===== config.mk =====
export PLATFORM = sky130hd
export DESIGN_NAME = sbst_tap
export DESIGN_NICKNAME = d
export VERILOG_FILES = /design/src/sbst_pkg.sv /design/src/sbst_edge_if.sv /design/src/sbst_pin_sync.sv /design/src/sbst_tap.sv
export SDC_FILE = /design/constraint.sdc
export NUM_CORES = 1
export LEC_CHECK = 0
export BUFFER_PORTS_ARGS = -buffer_cell sky130_fd_sc_hd__buf_4
export CAP_MARGIN = 20
export CELL_PAD_IN_SITES_DETAIL_PLACEMENT = 0
export CELL_PAD_IN_SITES_GLOBAL_PLACEMENT = 1
export CORE_MARGIN = 1.5
export CORE_UTILIZATION = 48
export DETAILED_ROUTE_END_ITERATION = 6
export GPL_TIMING_DRIVEN = 0
export PLACE_DENSITY = 0.79
export SETUP_SLACK_MARGIN = 0.2
export SKIP_CTS_REPAIR_TIMING = 1
export SLEW_MARGIN = 20
export SYNTH_ARGS = -nofsm -noshare
export SYNTH_HDL_FRONTEND = slang
export SYNTH_HIERARCHICAL = 1
export SYNTH_SLANG_ARGS = --single-unit

===== constraint.sdc =====
create_clock -name core_clk -period 3.07 [get_ports core_clk]
set_input_delay 0.1535 -clock core_clk [delete_from_list [all_inputs] [get_ports core_clk]]
set_output_delay 0.1535 -clock core_clk [all_outputs]
set_load 0.1 [all_outputs]

===== src/sbst_pkg.sv =====
package sbst_pkg;
  localparam logic [2:0] SBST_IR_EXTEST   = 3'h0;
  localparam logic [2:0] SBST_IR_IDREAD   = 3'h1;
  localparam logic [2:0] SBST_IR_HIZ_SAMP = 3'h2;
  localparam logic [2:0] SBST_IR_SAMP_PRE = 3'h4;
  localparam logic [2:0] SBST_IR_BYPASS   = 3'h7;
  localparam logic [1:0] SBST_IR_CAPTURE  = 2'h1;
  localparam int         SBST_IR_W        = 3;
  localparam int         SBST_ID_W        = 32;
  localparam int         SBST_RESET_ONES  = 5;
  localparam logic [2:0] SBST_ONES_MAX    = 3'h5;
  localparam logic       SBST_FILLER_VAL  = 1'h1;
  typedef enum {
    SBST_TLR, SBST_RTI, SBST_SEL_DR, SBST_CAP_DR, SBST_SH_DR, SBST_EX1_DR, SBST_PA_DR,
    SBST_EX2_DR, SBST_UPD_DR, SBST_SEL_IR, SBST_CAP_IR, SBST_SH_IR, SBST_EX1_IR,
    SBST_PA_IR, SBST_EX2_IR, SBST_UPD_IR
  } sbst_state_t;
endpackage


===== src/sbst_edge_if.sv =====
`timescale 1ns/100ps
interface sbst_edge_if;
  logic tck_rise;
  logic tck_fall;
  logic tms;
  logic tdi;
  modport det (output tck_rise, output tck_fall, output tms, output tdi);
  modport use_side (input tck_rise, input tck_fall, input tms, input tdi);
endinterface


===== src/sbst_pin_sync.sv =====
`timescale 1ns/100ps
module sbst_pin_sync
  import sbst_pkg::*;
(
  // Clock and reset
  input  wire logic core_clk,
  input  wire logic sys_rst,
  // Test pins from the far side
  input  wire logic tck,
  input  wire logic tms,
  input  wire logic tdi,
  // Edge events and sampled levels
  sbst_edge_if.det  edge_o
);
  typedef struct packed {
    logic [2:0] s1;
    logic [2:0] s2;
    logic       tck_d;
  } sbst_sync_t;
  sbst_sync_t st_reg;
  sbst_sync_t st_next;

  always_comb
  begin
    st_next       = st_reg;
    st_next.s1    = {tck, tms, tdi};
    st_next.s2    = st_reg.s1;
    st_next.tck_d = st_reg.s2[2];
  end

  always_ff @(posedge core_clk)
  begin
    if (sys_rst)
      // Pull-ups: idle pins read as one
      st_reg <= '{s1: 3'h7, s2: 3'h7, tck_d: 1'h1};
    else
      st_reg <= st_next;
  end

  assign edge_o.tck_rise = st_reg.s2[2] & ~st_reg.tck_d;
  assign edge_o.tck_fall = ~st_reg.s2[2] & st_reg.tck_d;
  assign edge_o.tms      = st_reg.s2[1];
  assign edge_o.tdi      = st_reg.s2[0];
endmodule


===== src/sbst_tap.sv =====
// Overview of operation
// - Sample on TCK rise, outputs change on fall except bsr_update, which loads on rise
// - Undriven TMS reads as one
// - Undriven TDI reads as one
// - TDO driven only in shift states
// - Five TMS-high rises reach Test-Logic-Reset
// - Self reset at power-up, idle until clocked
// - One register between TDI and TDO
// - Serial in on rise, out on fall
// - Three-bit instruction, loaded only while selected
// - Instruction acts in idle and data states
// - Identification instruction loaded on reset
// - Bypass is one flip-flop
// - Boundary register captures pins, shifts them out
// - Unbound cells always capture one
// - Only three instructions select boundary register
// - Instruction code decode, unused codes bypass
// - Capture-IR loads 01 into low bits
// - 32-bit identification, shifted LSB first
// - High-impedance sample floats memory outputs
`timescale 1ns/100ps
module sbst_tap
  import sbst_pkg::*;
#(
  parameter int               BSR_LEN   = 8,
  parameter logic [7:0]       BSR_BOUND = 8'h3F,
  parameter logic [31:0]      ID_VALUE  = 32'h0000_0001 // Arbitrary identity value
)
(
  // Clock and reset
  input  wire logic               core_clk,
  input  wire logic               sys_rst,
  // Test pins
  input  wire logic               tck,
  input  wire logic               tms,
  input  wire logic               tdi,
  output logic                    tdo,
  output logic                    tdo_oe,
  // Memory pin levels for capture
  input  wire logic [BSR_LEN-1:0] pin_levels,
  // Memory output control
  output logic                    mem_out_hiz,
  output logic [BSR_LEN-1:0]      bsr_update,
  output logic                    extest_on
);
  typedef struct packed {
    sbst_state_t            fsm;
    logic [SBST_IR_W-1:0]   ir_shift;
    logic [SBST_IR_W-1:0]   ir;
    logic                   bypass;
    logic [SBST_ID_W-1:0]   idr;
    logic [BSR_LEN-1:0]     bsr;
    logic [BSR_LEN-1:0]     upd;
    logic                   tdo;
    logic                   tdo_oe;
    logic                   hiz;
    logic                   extest;
  } sbst_tap_t;
  sbst_tap_t st_reg;
  sbst_tap_t st_next;
  sbst_edge_if ev ();
  logic [BSR_LEN-1:0] cap_val;

  // Two-flop synchronised pins, pulled high during reset
  sbst_pin_sync u_sync (
    .core_clk (core_clk),
    .sys_rst  (sys_rst),
    .tck      (tck),
    .tms      (tms),
    .tdi      (tdi),
    .edge_o   (ev.det)
  );

  genvar g;
  generate
    for (g = 0; g < BSR_LEN; g++)
    begin : g_cell
      // Filler cells ignore their pin
      assign cap_val[g] = BSR_BOUND[g] ? pin_levels[g] : SBST_FILLER_VAL;
    end
  endgenerate

  function automatic sbst_state_t step(input sbst_state_t s, input logic m);
    sbst_state_t n;
    n = s;
    case (s)
      SBST_TLR:    n = m ? SBST_TLR    : SBST_RTI;
      SBST_RTI:    n = m ? SBST_SEL_DR : SBST_RTI;
      SBST_SEL_DR: n = m ? SBST_SEL_IR : SBST_CAP_DR;
      SBST_CAP_DR: n = m ? SBST_EX1_DR : SBST_SH_DR;
      SBST_SH_DR:  n = m ? SBST_EX1_DR : SBST_SH_DR;
      SBST_EX1_DR: n = m ? SBST_UPD_DR : SBST_PA_DR;
      SBST_PA_DR:  n = m ? SBST_EX2_DR : SBST_PA_DR;
      SBST_EX2_DR: n = m ? SBST_UPD_DR : SBST_SH_DR;
      SBST_UPD_DR: n = m ? SBST_SEL_DR : SBST_RTI;
      SBST_SEL_IR: n = m ? SBST_TLR    : SBST_CAP_IR;
      SBST_CAP_IR: n = m ? SBST_EX1_IR : SBST_SH_IR;
      SBST_SH_IR:  n = m ? SBST_EX1_IR : SBST_SH_IR;
      SBST_EX1_IR: n = m ? SBST_UPD_IR : SBST_PA_IR;
      SBST_PA_IR:  n = m ? SBST_EX2_IR : SBST_PA_IR;
      SBST_EX2_IR: n = m ? SBST_UPD_IR : SBST_SH_IR;
      SBST_UPD_IR: n = m ? SBST_SEL_DR : SBST_RTI;
      default:     n = SBST_TLR;
    endcase
    return n;
  endfunction

  // Data path choice from the held instruction
  function automatic logic sel_bsr(input logic [2:0] i);
    return (i == SBST_IR_EXTEST) || (i == SBST_IR_HIZ_SAMP) || (i == SBST_IR_SAMP_PRE);
  endfunction

  always_comb
  begin
    st_next = st_reg;
    if (ev.tck_rise)
    begin
      st_next.fsm = step(st_reg.fsm, ev.tms);
      case (st_reg.fsm)
        SBST_TLR:
        begin
          st_next.ir = SBST_IR_IDREAD;
        end
        SBST_CAP_IR:
          st_next.ir_shift = {st_reg.ir[2], SBST_IR_CAPTURE};
        SBST_SH_IR:
          st_next.ir_shift = {ev.tdi, st_reg.ir_shift[2:1]};
        SBST_UPD_IR:
          st_next.ir = st_reg.ir_shift;
        SBST_CAP_DR:
        begin
          if (sel_bsr(st_reg.ir))
            st_next.bsr = cap_val;
          else if (st_reg.ir == SBST_IR_IDREAD)
            st_next.idr = ID_VALUE;
          else
            st_next.bypass = 1'h0;
        end
        SBST_SH_DR:
        begin
          // Only the selected register moves
          if (sel_bsr(st_reg.ir))
            st_next.bsr = {ev.tdi, st_reg.bsr[BSR_LEN-1:1]};
          else if (st_reg.ir == SBST_IR_IDREAD)
            st_next.idr = {ev.tdi, st_reg.idr[SBST_ID_W-1:1]};
          else
            st_next.bypass = ev.tdi;
        end
        SBST_UPD_DR:
          if (sel_bsr(st_reg.ir))
            st_next.upd = st_reg.bsr;
        default:
          st_next.ir = st_reg.ir;
      endcase
    end
    if (ev.tck_fall)
    begin
      // Output end of chain launched on the falling edge
      st_next.tdo_oe = (st_reg.fsm == SBST_SH_DR) || (st_reg.fsm == SBST_SH_IR);
      if (st_reg.fsm == SBST_SH_IR)
        st_next.tdo = st_reg.ir_shift[0];
      else if (sel_bsr(st_reg.ir))
        st_next.tdo = st_reg.bsr[0];
      else if (st_reg.ir == SBST_IR_IDREAD)
        st_next.tdo = st_reg.idr[0];
      else
        st_next.tdo = st_reg.bypass;
      st_next.hiz    = (st_reg.ir == SBST_IR_HIZ_SAMP) && (st_reg.fsm != SBST_TLR);
      st_next.extest = (st_reg.ir == SBST_IR_EXTEST) && (st_reg.fsm != SBST_TLR);
    end
  end

  always_ff @(posedge core_clk)
  begin
    if (sys_rst)
    begin
      // Power-up reset of the controller
      st_reg        <= '0;
      st_reg.fsm    <= SBST_TLR;
      st_reg.ir     <= SBST_IR_IDREAD;
      st_reg.bypass <= 1'h0;
    end
    else
      st_reg <= st_next;
  end

  assign tdo         = st_reg.tdo;
  assign tdo_oe      = st_reg.tdo_oe;
  assign mem_out_hiz = st_reg.hiz;
  assign bsr_update  = st_reg.upd;
  assign extest_on   = st_reg.extest;

  // Helper: count rising edges with TMS high
  logic [2:0] ones_cnt;
  always_ff @(posedge core_clk)
  begin
    if (sys_rst)
      ones_cnt <= 3'h0;
    else if (ev.tck_rise)
      ones_cnt <= ev.tms ? ((ones_cnt == SBST_ONES_MAX) ? ones_cnt : ones_cnt + 3'h1) : 3'h0;
  end

  chk_five_ones_reset: assert property (@(posedge core_clk) disable iff (sys_rst)
    (ones_cnt == SBST_ONES_MAX) |-> (st_reg.fsm == SBST_TLR))
    else $error("five TMS ones did not reach reset");
  chk_tlr_loads_id: assert property (@(posedge core_clk) disable iff (sys_rst)
    (ev.tck_rise && st_reg.fsm == SBST_TLR) |=> (st_reg.ir == SBST_IR_IDREAD))
    else $error("reset state did not load identification code");
  chk_capir_pattern: assert property (@(posedge core_clk) disable iff (sys_rst)
    (ev.tck_rise && st_reg.fsm == SBST_CAP_IR) |=> (st_reg.ir_shift[1:0] == SBST_IR_CAPTURE))
    else $error("capture-IR pattern wrong");
  chk_tdo_enable: assert property (@(posedge core_clk) disable iff (sys_rst)
    $rose(st_reg.tdo_oe) |-> $past(ev.tck_fall))
    else $error("TDO enabled off a falling edge");
  chk_tdo_fall_only: assert property (@(posedge core_clk) disable iff (sys_rst)
    (st_reg.tdo != $past(st_reg.tdo)) |-> $past(ev.tck_fall))
    else $error("TDO changed without a falling edge");
  chk_bypass_one: assert property (@(posedge core_clk) disable iff (sys_rst)
    (ev.tck_rise && st_reg.fsm == SBST_SH_DR && st_reg.ir == SBST_IR_BYPASS)
    |=> (st_reg.bypass == $past(ev.tdi)))
    else $error("bypass did not take TDI");
  chk_ir_hold: assert property (@(posedge core_clk) disable iff (sys_rst)
    (st_reg.ir != $past(st_reg.ir)) |->
    ($past(st_reg.fsm) == SBST_UPD_IR || $past(st_reg.fsm) == SBST_TLR))
    else $error("instruction changed outside update or reset");
  chk_id_capture: assert property (@(posedge core_clk) disable iff (sys_rst)
    (ev.tck_rise && st_reg.fsm == SBST_CAP_DR && st_reg.ir == SBST_IR_IDREAD)
    |=> (st_reg.idr == ID_VALUE))
    else $error("identification not captured");
  // Several falls separate Update-IR from Shift-DR, so the float must be up by then
  chk_hiz_sample: assert property (@(posedge core_clk) disable iff (sys_rst)
    (st_reg.ir == SBST_IR_HIZ_SAMP && st_reg.fsm == SBST_SH_DR) |-> mem_out_hiz)
    else $error("outputs not floated in high-impedance sample");
endmodule


Yosys cells after proc, flatten, opt, wreduce, memory -nomap -nowiden

Cells that the tools add are included.

Eq/ne operators: 28
Multiplexer cells: 27
Bitwise operators: 4
Reduce and logical (&&, ||, !) cells: 20

Operators with widths:

| kind                  | count |
|---|---|
| $eq A32 B4 Y1 const B | 9 |
| $eq A32 B3 Y1 const B | 4 |
| $pmux W41 S2          | 1 |
| $mux W33              | 2 |
| $eq A32 B2 Y1 const B | 2 |
| $mux W32              | 2 |
| $pmux W4 S12          | 1 |
| $eq A32 B1 Y1 const B | 1 |
| $eq A32 B5 Y1 const B | 1 |
| $logic_not A32 Y1     | 1 |
| $reduce_bool A32 Y1   | 1 |
| $mux W4               | 4 |
| $mux W8               | 2 |
| $ne A2 B2 Y1 const B  | 8 |
| $pmux W3 S2           | 2 |
| $reduce_and A6 Y1     | 2 |
| $mux W1               | 8 |
| $mux W2               | 3 |
| $mux W3               | 2 |
| $reduce_bool A2 Y1    | 3 |
| $reduce_and A2 Y1     | 2 |
| $reduce_and A4 Y1     | 1 |
| $reduce_or A2 Y1      | 2 |
| $eq A3 B1 Y1 const B  | 1 |
| other kinds (9)       | 14 |

Register bits after elaboration: 98
Word-level logic and storage cells: 93

Depth between registers and ports, before layout

Gate-level depths: netlist of the first run.

Word-level depth: 5
Gate-level depth with buffers: 7
Depth with buffers taken out: 5

By module

The synthesis of the first run kept the hierarchy.

Modules (own cells, without submodules):

| module        | times used | cells each | area each (µm²) | sequential area each (µm²) |
|---|---|---|---|---|
| sbst_tap      | 1          | 333        | 2810.2          | 1261.2 |
| sbst_pin_sync | 1          | 16         | 196.4           | 140.1 |

Least setup slack after synthesis of the first run

Ideal clock, no wire load.

Path type: register to register
Start point: register u_sync.st_reg (netlist bit u_sync/st_next[0])
End point: register st_reg (netlist bit bsr_update[0])
Arrival time: 1.333 ns
Path slack: 1.610 ns
Cell stages (with the launch flop): 7
Buffers on the path: 1
Clock period less this slack: 1.460 ns
Cell sequence: dfxtp_1 > nor2b_1 > nand2_1 > and4bb_2 > buf_4 > mux2i_1 > nor2_1

Cells in the longest elaborated chain, start to end: 2

RTL lines:

| what                        | line                | source |
|---|---|---|
| start: declaration          | sbst_pin_sync.sv:20 | `sbst_sync_t st_reg;` |
| start signal: assignment    | sbst_pin_sync.sv:35 | `st_reg <= '{s1: 3'h7, s2: 3'h7, tck_d: 1'h1};` |
| start signal: assignment    | sbst_pin_sync.sv:37 | `st_reg <= st_next;` |
| $and A1 B1 Y1               | sbst_pin_sync.sv:40 | `assign edge_o.tck_rise = st_reg.s2[2] & ~st_reg.tck_d;` |
| net ev.tck_rise             | sbst_edge_if.sv:3   | `logic tck_rise;` |
| $reduce_and A3 Y1 (no line) | -                   |  |
| end signal: assignment      | sbst_tap.sv:184     | `st_reg <= st_next;` |
| end: declaration            | sbst_tap.sv:59      | `sbst_tap_t st_reg;` |

The timed path passes the listed nets, and every way through them passes these cells.
A chain may end at the register's enable or synchronous reset.

Worst setup path in the final report of the first run

Same ends and word-level chain as after synthesis.

==> results of run 1 <==
[kinds of logic after synthesis]
logic type | count (synthesis)
AO/OA/AOI/OAI | 76
buffers and inverters | 39
flip-flops | 70
multiplexers | 11
AND/OR/NAND/NOR | 153
[layout make-up]
class | count | area share [%]
multi-input cells | 240 | 39.2
clock buffers | 10 | 3.61
inverters | 3 | 0.319
repair buffers | 25 | 5.52
plain buffers | 36 | 5.91
clock inverters | 6 | 3.12
flip-flops and latches | 70 | 39.7
well taps | 75 | 2.66
[placed cells by master (no fill, tap or decap), drive strengths merged, types with 2 or more instances in the layout]
master / count
a211oi: 5
nor3b: 2
nand2: 49
nor4: 2
nor2b: 7
clkinvlp: 2
o211ai: 3
or2: 8
nand3: 33
dfxtp: 70
and2: 2
a22o: 2
buf: 48
inv: 3
a21oi: 37
a311oi: 9
mux2i: 10
nand3b: 2
clkbuf: 20
nand2b: 5
bufinv: 3
a311o: 2
o21ai: 6
nor2: 30
nor3: 5
dlygate4sd3: 3
o211a: 2
[worst reg2reg max path, delay by kind of cell, from the launching register on]
family / cells / cell delay, ns
buffers and inverters: 1 / 0.19
muxes: 1 / 0.21
and+or+nand+nor: 4 / 0.83
DFF: 1 / 0.34
[per-layer routing]
layer / share of wire, % / GRT usage, %
met1: 50 / 27.5
met4: 0.79 / 7.12
met3: 4.5 / 6.15
met2: 44 / 30.7
met5: 0 / 0
[worst max path at each step]
stage | end | slack (ns) | cells past startpoint
floorplan | bsr_update[0]$_SDFFE_PP0P_ | 1.61 | 6
global placement | st_reg[24]$_SDFFE_PP0P_ | 1.33 | 5
detailed placement | st_reg[23]$_SDFFE_PP0P_ | 1.32 | 5
CTS | bsr_update[0]$_SDFFE_PP0P_ | 1.38 | 6
global route | bsr_update[7]$_SDFFE_PP0P_ | 1.15 | 6
finish | bsr_update[0]$_SDFFE_PP0P_ | 1.37 | 6
[cell usage after synthesis, types with 3 or more instances]
library cell,instances
or2_1,7
nor2b_1,7
a211oi_1,3
nand2_1,49
buf_2,11
clkbuf_1,10
a311oi_1,9
inv_1,3
nand2b_1,5
nand3_1,33
nor2_1,30
o21ai_0,6
a21oi_1,37
nor3_1,5
mux2i_1,10
buf_4,14
dfxtp_1,70
[report_power, final]
group	leakage (nW)	internal, mW	switching (mW)
clock	0.112	0.538	0.341
sequential	0.566	0.914	0.00343
combinational	0.600	0.0259	0.0453
total	1.28	1.48	0.390
[stage by stage]
stage / total power [mW] / setup WS (ns) / cell area, um2 / instances
floorplan: 0.981 / 1.61 / 3010 / 349
global placement: 1.01 / 1.33 / 3270 / 446
detailed placement: 1.01 / 1.32 / 3270 / 446
CTS: 1.89 / 1.38 / 3500 / 462
global route: 1.93 / 1.15 / 3530 / 465
finish: 1.87 / 1.37 / 3530 / 465
==> out/qor.yml, run 1 <==
outcome: "complete, no violations"
die_height_um: 82.1
synthesis.area_um2: 3010
holdPathEnd: "u_sync/st_reg[0]$_SDFF_PP1_"
path_clk_slew_ns: 0.07
yosysSeqAreaShare_pct: 46.6
cp.required_ns: 3.28
timing.max_cap.violations: 0
synth_compound_area_share_pct: 17.5
area_delta_synth_final_pct: 17.5
dieArea_um2: 6750
synth_top_area_share_pct: 46.6
yosys.area_share.simple_pct: 24.9
numPortBuffers: 22
drc_errors: 0
ys_ff_latch: 70
ios: 25
synth.area.top_cells: "dfxtp_1 47%, a21oi_1 6.2%, nand2_1 6.1%"
largest_register_ff_count: 51
synth-adder-area-share_pct: 0
clock_tree.htree_level_count: 3
hold-path-cell-count: 2
gp_congestion: 0.831
end_kind: "flop"
worstSkewPairLatency_ns: 0.34
place_hpwl_um: 4200
peakVddDrop_mv: 0.333
path_class: "reg2reg"
critPathArrivalTime_ns: 1.92
synth_edf_count: 0
n_fill_cell: 553
setup_tns_ns: 0
worstMarginPinSlew_ns: 0.584
holdWs_ns: 0.0473
drt_iter0_drc: 186
wl_um: 6310
finalHoldViolations: 0
synthCells: 349
slowest_stage: "dfxtp_1"
antenna_found_initial: 0
r2r_cells: 6
leakage_nw: 1.28
cpLargestDelayFamily: "simple AND/OR/NAND/NOR gates"
initial_core_util_pct: 50.2
register_area_um2: 1400
cts_made_buffers: 9
cts_buffer_depth: 2
n_antenna_cell: 0
hold_path.class: "in2reg"
vias: 2530
power_density_nw_per_um2: 529
final_util_pct: 59.0
rr_endpoint: "bsr_update[0]$_SDFFE_PP0P_"
period_needed_ns: 1.70
fmax_mhz: 588
cp_num_buf_inv: 1
setup_viol: 0
first_global_vias: 2127
synth_cell_type_count: 49
post_drt_wl_per_cell_um: 13.6
slew_violations: 0
yosys.area_share.xor_xnor_pct: 0
nNetsFinal: 398
rows: 28
grt_pass1_wl_um: 10300
cts_tree: "yes"
startpoint: "u_sync/st_next[0]$_SDFF_PP1_"
finalClockSkew_ns: 0.00807
synthesis.nets: 362
grt_setup_unrepaired: "false"
grt_max_degree: 13
r2r-start: "u_sync/st_next[0]$_SDFF_PP1_"
synth.area.mux_share_pct: 3.70
grt.total_usage_pct: 20.4
cts_root_buf: "clkbuf_8"
cp_max_fo: 8
coreArea_um2: 5990
grt-ovfl-total: 0
drt-vias-per-instance: 5.44
clock_sinks: 70
worstPathCellList: "nor2b_1, nand2_1, and4bb_2, buf_4, mux2i_1, nor2_1"
multi_input_area_um2: 1390
synth_largest_area_cell: "dfxtp_1"
die_w_um: 82.1
min_from: "sys_rst"
drtAntennaViolNets: 0
maxSlewHeadroom_pct: 61.1
period_share_pct: 55.4
max_stage_delay_ns: 0.34
async_flop_share_pct: 0
drt-pass1-iter-count: 4
layout-drive-gt1-share_pct: 18.7
critPathLaunchType: "flop"
yosysWarnings: 6
synth_top_family_by_area: "simple AND/OR/NAND/NOR gates"
r2r_slack_ns: 1.37
postSynthAreaPerCell_um2: 8.61
synth_ff_type: "dfxtp_1"
No activity file was read; power rests on OpenSTA's default activity.
==> inputs of run 2 (changes only) <==
--- a/config.mk
+++ b/config.mk
@@ -5,15 +5,16 @@
 export SDC_FILE = /design/constraint.sdc
 export NUM_CORES = 1
 export LEC_CHECK = 0
+export ABC_AREA = 1
 export BUFFER_PORTS_ARGS = -buffer_cell sky130_fd_sc_hd__buf_4
 export CAP_MARGIN = 20
 export CELL_PAD_IN_SITES_DETAIL_PLACEMENT = 0
 export CELL_PAD_IN_SITES_GLOBAL_PLACEMENT = 1
 export CORE_MARGIN = 1.5
-export CORE_UTILIZATION = 48
+export CORE_UTILIZATION = 38
 export DETAILED_ROUTE_END_ITERATION = 6
 export GPL_TIMING_DRIVEN = 0
-export PLACE_DENSITY = 0.79
+export PLACE_DENSITY = 0.71
 export SETUP_SLACK_MARGIN = 0.2
 export SKIP_CTS_REPAIR_TIMING = 1
 export SLEW_MARGIN = 20
==> constraint.sdc (replaced) <==
create_clock -name core_clk -period 1.39 [get_ports core_clk]
set_input_delay 0.0695 -clock core_clk [delete_from_list [all_inputs] [get_ports core_clk]]
set_output_delay 0.0695 -clock core_clk [all_outputs]
set_load 0.1 [all_outputs]
==> run 2 against run 1 <==
Net effect:
- the run now ends with negative hold slack, negative setup slack left
- fmax increased by 15%
- routed wire length increased by 31%
- largest cell class is now multi-input combinational cells
- sequential share of layout area decreased by 6.8 points
- synthesized cell count increased by 38%
- largest power group unchanged
- synthesized area increased by 5.5%
- worst setup slack got worse by 1.5 ns
- power increased by 130%
- via count increased by 20%
- critical path depth increased by 4
- design area increased by 22%
- global-route usage decreased by 1.7 points
- highest routed layer unchanged
==> out/qor.yml, run 2 <==
largest_register_ff_count: 51  # unchanged
numPortBuffers: 22  # unchanged
post_drt_wl_per_cell_um: 12.7  # was 13.6 um
grt_setup_unrepaired: "true"  # was false
initial_core_util_pct: 39.0  # was 50.2%
period_share_pct: 107  # was 55.4%
drt-pass1-iter-count: 4  # unchanged
outcome: "finished, violations left"  # was complete, no violations
critPathArrivalTime_ns: 1.76  # was 1.92 ns
finalClockSkew_ns: 0.00894  # was 0.00807 ns
antenna_found_initial: 0  # unchanged
report.power.total_mw: 4.22  # was 1.87 mW
final_cell_mix: "138 x nand2_1, 75 x nor2_1, 63 x dfxtp_1"  # was 70 x dfxtp_1, 49 x nand2_1, 37 x a21oi_1
maxSlewHeadroom_pct: 57.8  # was 61.1%
layout-drive-gt1-share_pct: 27.1  # was 18.7%
die_w_um: 94.4  # was 82.1 um
drc_errors: 0  # unchanged
clock_tree.htree_level_count: 3  # unchanged
yosysSeqAreaShare_pct: 44.2  # was 46.6%
grt-ovfl-total: 0  # unchanged
gp_congestion: 0.910  # was 0.831
ys_ff_latch: 70  # unchanged
path_class: "reg2reg"  # unchanged
setup_ws_ns: -0.0913  # was 1.37 ns
cts_buffer_depth: 2  # unchanged
drtAntennaViolNets: 0  # unchanged
nNetsFinal: 555  # was 398
leakage_nw: 1.84  # was 1.28 nW
holdWs_ns: -0.0128  # was 0.0473 ns
setup_tns_ns: -2.20  # was 0 ns
cts_tree: "yes"  # unchanged
n_fill_cell: 826  # was 553
synth_largest_area_cell: "dfxtp_1"  # unchanged
netlist_top_cells_count: "153 x nand2_1, 83 x nor2_1, 70 x dfxtp_1"  # was 70 x dfxtp_1, 49 x nand2_1, 37 x a21oi_1
period_needed_ns: 1.48  # was 1.70 ns
worstSkewPairLatency_ns: 0.35  # was 0.34 ns
setup_viol: 47  # was 0
vias: 3043  # was 2530
peakVddDrop_mv: 0.544  # was 0.333 mV
first_global_vias: 2624  # was 2127
cts_made_buffers: 9  # unchanged
critPathLaunchType: "flop"  # unchanged
coreArea_um2: 8130  # was 5990 um2
hold_path.class: "in2reg"  # unchanged
postSynthAreaPerCell_um2: 6.58  # was 8.61 um2
synth_top_area_share_pct: 44.2  # was 46.6%
synth_ff_type: "dfxtp_1"  # unchanged
cp.required_ns: 1.67  # was 3.28 ns
drt_iter0_drc: 77  # was 186
cts_root_buf: "clkbuf_8"  # unchanged
place_hpwl_um: 5240  # was 4200 um
synth_edf_count: 0  # unchanged
clock_sinks: 70  # unchanged
cp_max_fo: 8  # unchanged
fmax_mhz: 675  # was 588 MHz
slew_violations: 0  # unchanged
worstMarginPinSlew_ns: 0.632  # was 0.584 ns
yosysWarnings: 6  # unchanged
dpl-instance-area_um2: 3520  # was 3270 um2
path_clk_slew_ns: 0.08  # was 0.07 ns
async_flop_share_pct: 0  # unchanged
grt_pass1_wl_um: 12700  # was 10300 um
violations: "negative hold slack, negative setup slack"
die_height_um: 94.4  # was 82.1 um
n_antenna_cell: 0  # unchanged
finalHoldViolations: 5  # was 0
grt_max_degree: 14  # was 13
synth_cell_type_count: 22  # was 49
synthMostInstantiatedCell: "nand2_1"  # was dfxtp_1
synthesis.nets: 495  # was 362
synthCells: 482  # was 349
synth.area.top_cells: "dfxtp_1 44%, nand2_1 18%, nor2_1 9.8%"  # was dfxtp_1 47%, a21oi_1 6.2%, nand2_1 6.1%
end_kind: "flop"  # unchanged
synthesis.area_um2: 3170  # was 3010 um2
stdcell_area_um2: 4300  # was 3530 um2
rows: 33  # was 28
grt.total_usage_pct: 18.6  # was 20.4%
area_delta_synth_final_pct: 35.4  # was 17.5%
ios: 25  # unchanged
final_common_cell: "nand2_1"  # was dfxtp_1
timing.max_cap.violations: 0  # unchanged
drt-vias-per-instance: 4.67  # was 5.44
dieArea_um2: 8910  # was 6750 um2
power_density_nw_per_um2: 982  # was 529 nW/um2
wl_um: 8270  # was 6310 um
[run 2: final timing paths]
path,start,end,slack [ns],cells after the start
min,sys_rst,u_sync/edge_o.tms$_SDFF_PP1_,-0.01,3
max reg2reg,st_reg[61]$_SDFFE_PP0P_,st_reg[19]$_SDFFE_PP0P_,-0.09,10
max,st_reg[61]$_SDFFE_PP0P_,st_reg[19]$_SDFFE_PP0P_,-0.09,10
min reg2reg,u_sync/st_next[2]$_SDFF_PP1_,u_sync/edge_o.tms$_SDFF_PP1_,0.42,2
[run 2: area by class of cell]
| type | instances | area (um2) | share of cell area, % |
|---|---|---|---|
| repair buffers | 48 | 430 | 10.0 |
| well taps | 105 | 131 | 3.06 |
| multi-input cells | 332 | 1610 | 37.5 |
| inverters | 52 | 218 | 5.07 |
| plain buffers | 29 | 264 | 6.14 |
| flip-flops and latches | 70 | 1410 | 32.9 |
| clock inverters | 6 | 92.6 | 2.15 |
| clock buffers | 10 | 138 | 3.20 |
[run 2: routing by layer]
layer / vias up / global-route usage, % / share of wire, %
met5: - / 0 / 0
met2: 52 / 29.8 / 46
li1: 1607 / - / -
met3: 8 / 4.19 / 3.8
met1: 1376 / 25.4 / 50
met4: 0 / 4.85 / 0.92
[run 2: through the flow]
step                setup WS, ns  instances  util, %
global placement          -0.229        609     43.2
CTS                       -0.294        625     46.1
detailed placement        -0.253        609     43.2
global route              -0.182        652     52.8
floorplan                 0.0665        482        -
finish                   -0.0913        652     52.8
[run 2: report_power, final]
part	total [mW]	switching (mW)	internal, mW	leakage [nW]
Sequential	2.03	0.0117	2.02	0.568
Clock	1.91	0.842	1.07	0.109
Combinational	0.278	0.162	0.117	1.17
Total	4.22	1.02	3.20	1.84
[run 2: cell families after synthesis]
kind of cell           count (synthesis)  synth area share [%]
AND/OR/NAND/NOR                      267                  33.8
buffers and inverters                 81                  11.7
flip-flops                            70                  44.2
AO/OA/AOI/OAI                         64                  10.4
[run 2: critical path: stages (launching register included)]
cell and delay, ns:
dfxtp_4 0.42, inv_4 0.06, nor2_4 0.12, nand2_4 0.09, nand2_4 0.08, buf_4 0.11
buf_4 0.11, nand3_4 0.11, inv_6 0.12, o21ai_2 0.06, nor2_1 0.13
==> inputs of run 3 (changes only) <==
==> constraint.sdc (replaced) <==
create_clock -name core_clk -period 1.39 [get_ports core_clk]
set_input_delay 0.278 -clock core_clk [delete_from_list [all_inputs] [get_ports core_clk]]
set_output_delay 0.278 -clock core_clk [all_outputs]
set_load 0.1 [all_outputs]
==> run 3 against run 2 <==
Net effect:
- non-clock buffer count shrank 4
- design area rose by 0.93%
- via count up 1.3%
- clock power fell by 9%
- sequential share of layout area up 0.13 points
- worst hold slack better by 0.10 ns
- power shrank 4.8%
- routed wire length is 0.79% higher
- critical endpoint is now st_reg[20]$_SDFFE_PP0P_
- first-iteration DRC count grew 14%
- the flow finishes with violations (negative setup slack)
- combinational power decreased by 6%
==> out/qor.yml, run 3 (synthesis results as in run 2) <==
setup_viol: 35  # was 47
rows: 33  # unchanged
critPathArrivalTime_ns: 1.75  # was 1.76 ns
power_density_nw_per_um2: 927  # was 982 nW/um2
worstSkewPairLatency_ns: 0.36  # was 0.35 ns
cp_max_fo: 10  # was 8
place_hpwl_um: 5200  # was 5240 um
r2r_cells: 8  # was 10
antenna_found_initial: 0  # unchanged
die_w_um: 94.4  # unchanged
drt-pass1-iter-count: 5  # was 4
report.power.total_mw: 4.02  # was 4.22 mW
grt_pass1_wl_um: 12700  # about the same
drc_errors: 0  # unchanged
p_clk_share_pct: 43.0  # was 45.3%
post_drt_wl_per_cell_um: 12.9  # was 12.7 um
period_needed_ns: 1.49  # was 1.48 ns
cts_buffer_depth: 2  # unchanged
ios: 25  # unchanged
grt_max_degree: 15  # was 14
slew_violations: 0  # unchanged
power_frac_seq_pct: 50.4  # was 48.1%
gp_congestion: 0.875  # was 0.910
cts_tree: "yes"  # unchanged
clock_sinks: 70  # unchanged
area_delta_synth_final_pct: 36.7  # was 35.4%
initial_core_util_pct: 39.0  # unchanged
drtAntennaViolNets: 0  # unchanged
vias: 3083  # was 3043
final_common_cell: "nand2_1"  # unchanged
outcome: "finished, violations left"  # unchanged
clock_tree.htree_level_count: 3  # unchanged
p_int_mw: 2.96  # was 3.20 mW
r2r_slack_ns: -0.10  # was -0.09 ns
cts_root_buf: "clkbuf_8"  # unchanged
combPwrFrac_pct: 6.5  # was 6.6%
fmax_mhz: 670  # was 675 MHz
startpoint: "st_reg[62]$_SDFFE_PP0P_"  # was st_reg[61]$_SDFFE_PP0P_
coreArea_um2: 8130  # unchanged
grt-ovfl-total: 0  # unchanged
cpLargestDelayFamily: "simple AND/OR/NAND/NOR gates"  # unchanged
violations: "negative setup slack"  # was negative hold slack, negative setup slack
hold_path.class: "in2reg"  # unchanged
dieArea_um2: 8910  # unchanged
nNetsFinal: 550  # was 555
wl_um: 8340  # was 8270 um
worstMarginPinSlew_ns: 0.648  # was 0.632 ns
finalClockSkew_ns: 0.00979  # was 0.00894 ns
maxSlewHeadroom_pct: 56.8  # was 57.8%
final_cell_mix: "143 x nand2_1, 73 x nor2_1, 54 x dfxtp_1"  # was 138 x nand2_1, 75 x nor2_1, 63 x dfxtp_1
drt-vias-per-instance: 4.77  # was 4.67
layout-drive-gt1-share_pct: 28.6  # was 27.1%
met2_usage_pct: 29.0  # was 29.8%
setup_ws_ns: -0.102  # was -0.0913 ns
grt.busiest_layer: "met2"  # unchanged
rr_endpoint: "st_reg[20]$_SDFFE_PP0P_"  # was st_reg[19]$_SDFFE_PP0P_
p_sw_mw: 1.06  # was 1.02 mW
path_class: "reg2reg"  # unchanged
largest_register_ff_count: 51  # unchanged
numPortBuffers: 22  # unchanged
peakVddDrop_mv: 0.564  # was 0.544 mV
drt_iter0_drc: 88  # was 77
cp_num_buf_inv: 2  # was 4
first_global_vias: 2598  # was 2624
setup_tns_ns: -1.52  # was -2.20 ns
cp.required_ns: 1.65  # was 1.67 ns
max_stage_delay_ns: 0.32  # was 0.42 ns
switching_share_pct: 26.3  # was 24.1%
worstPathCellList: "buf_6, nor2_4, nand2_2, nand2_4, nand3b_1, buf_4, nor3_1, nor2_1"  # was inv_4, nor2_4, nand2_4, nand2_4, buf_4, buf_4, nand3_4, inv_6, o21ai_2, nor2_1
holdWs_ns: 0.0909  # was -0.0128 ns
grt.met1_usage_pct: 25.4  # about the same
path_clk_slew_ns: 0.09  # was 0.08 ns
r2r-start: "st_reg[62]$_SDFFE_PP0P_"  # was st_reg[61]$_SDFFE_PP0P_
critPathLaunchType: "flop"  # unchanged
die_height_um: 94.4  # unchanged
leakage_nw: 1.84  # about the same
grt_setup_unrepaired: "true"  # unchanged
endpoint: "st_reg[20]$_SDFFE_PP0P_"  # was st_reg[19]$_SDFFE_PP0P_
slowest_stage: "dfxtp_2"  # was dfxtp_4
finalHoldViolations: 0  # was 5
end_kind: "flop"  # unchanged
n_antenna_cell: 0  # unchanged
cp.depth: 8  # was 10
period_share_pct: 107  # about the same
gr-usage-met3_pct: 5.39  # was 4.19%
timing.max_cap.violations: 0  # unchanged
grt.total_usage_pct: 18.9  # was 18.6%
cts_made_buffers: 9  # unchanged
run 3: cell count changes in the layout (fill, tap and decap cells not counted), moves of 6 or more:
cell     delta
buf_4      -13
dfxtp_2     +6
buf_6       +7
o21ai_1     +6
dfxtp_1     -9
buf_12     +10
run 3: routing by layer:
layer  vias up  wire (um)  part of all wire [%]
met5         -          0                     0
met2        60       3780                    45
met3        11        299                   3.6
li1       1589          -                     -
met1      1423       4140                    50
met4         0        110                   1.3
run 3: cell type report:
cell class	instances	area, um2
fillers	808	3800
clock inverters	7	80.1
flip-flops and latches	70	1430
clock buffers	9	124
inverters	52	213
plain buffers	29	267
well taps	105	131
repair buffers	44	504
multi-input cells	331	1590
run 3: how the worst min path moves through the flow:
stage / from / end / slack [ns] / cells past startpoint
floorplan: tms / u_sync/st_next[2]$_SDFF_PP1_ / 0.36 / 2
global placement: u_sync/st_next[1]$_SDFF_PP1_ / u_sync/edge_o.tdi$_SDFF_PP1_ / 0.39 / 2
detailed placement: u_sync/st_next[1]$_SDFF_PP1_ / u_sync/edge_o.tdi$_SDFF_PP1_ / 0.40 / 2
CTS: tms / u_sync/st_next[2]$_SDFF_PP1_ / 0.08 / 3
global route: tdi / u_sync/st_next[1]$_SDFF_PP1_ / 0.09 / 3
finish: tms / u_sync/st_next[2]$_SDFF_PP1_ / 0.09 / 3
run 3: per-stage QoR:
step / instance area (um2) / util [%] / setup slack, ns / instances
after floorplan: 3220 / - / 0.0665 / 482
after global routing: 4340 / 53.3 / -0.161 / 647
after detailed placement: 3520 / 43.3 / -0.241 / 609
after global placement: 3520 / 43.3 / -0.223 / 609
final: 4340 / 53.3 / -0.102 / 647
after CTS: 3720 / 45.8 / -0.261 / 625
run 3: power groups by stage:
| stage | sequential [mW] | clock, mW | combinational (mW) |
|---|---|---|---|
| after floorplan | 2.08 | 0 | 0.127 |
| after global placement | 2.08 | 0 | 0.209 |
| after detailed placement | 2.08 | 0 | 0.207 |
| after CTS | 2.03 | 1.78 | 0.208 |
| after global routing | 2.03 | 1.87 | 0.290 |
| final | 2.03 | 1.73 | 0.262 |
run 3: tightest hold or removal path, cell delays in order:
cell,delay (ns)
buf_4,0.08
inv_1,0.03
nand2_1,0.04
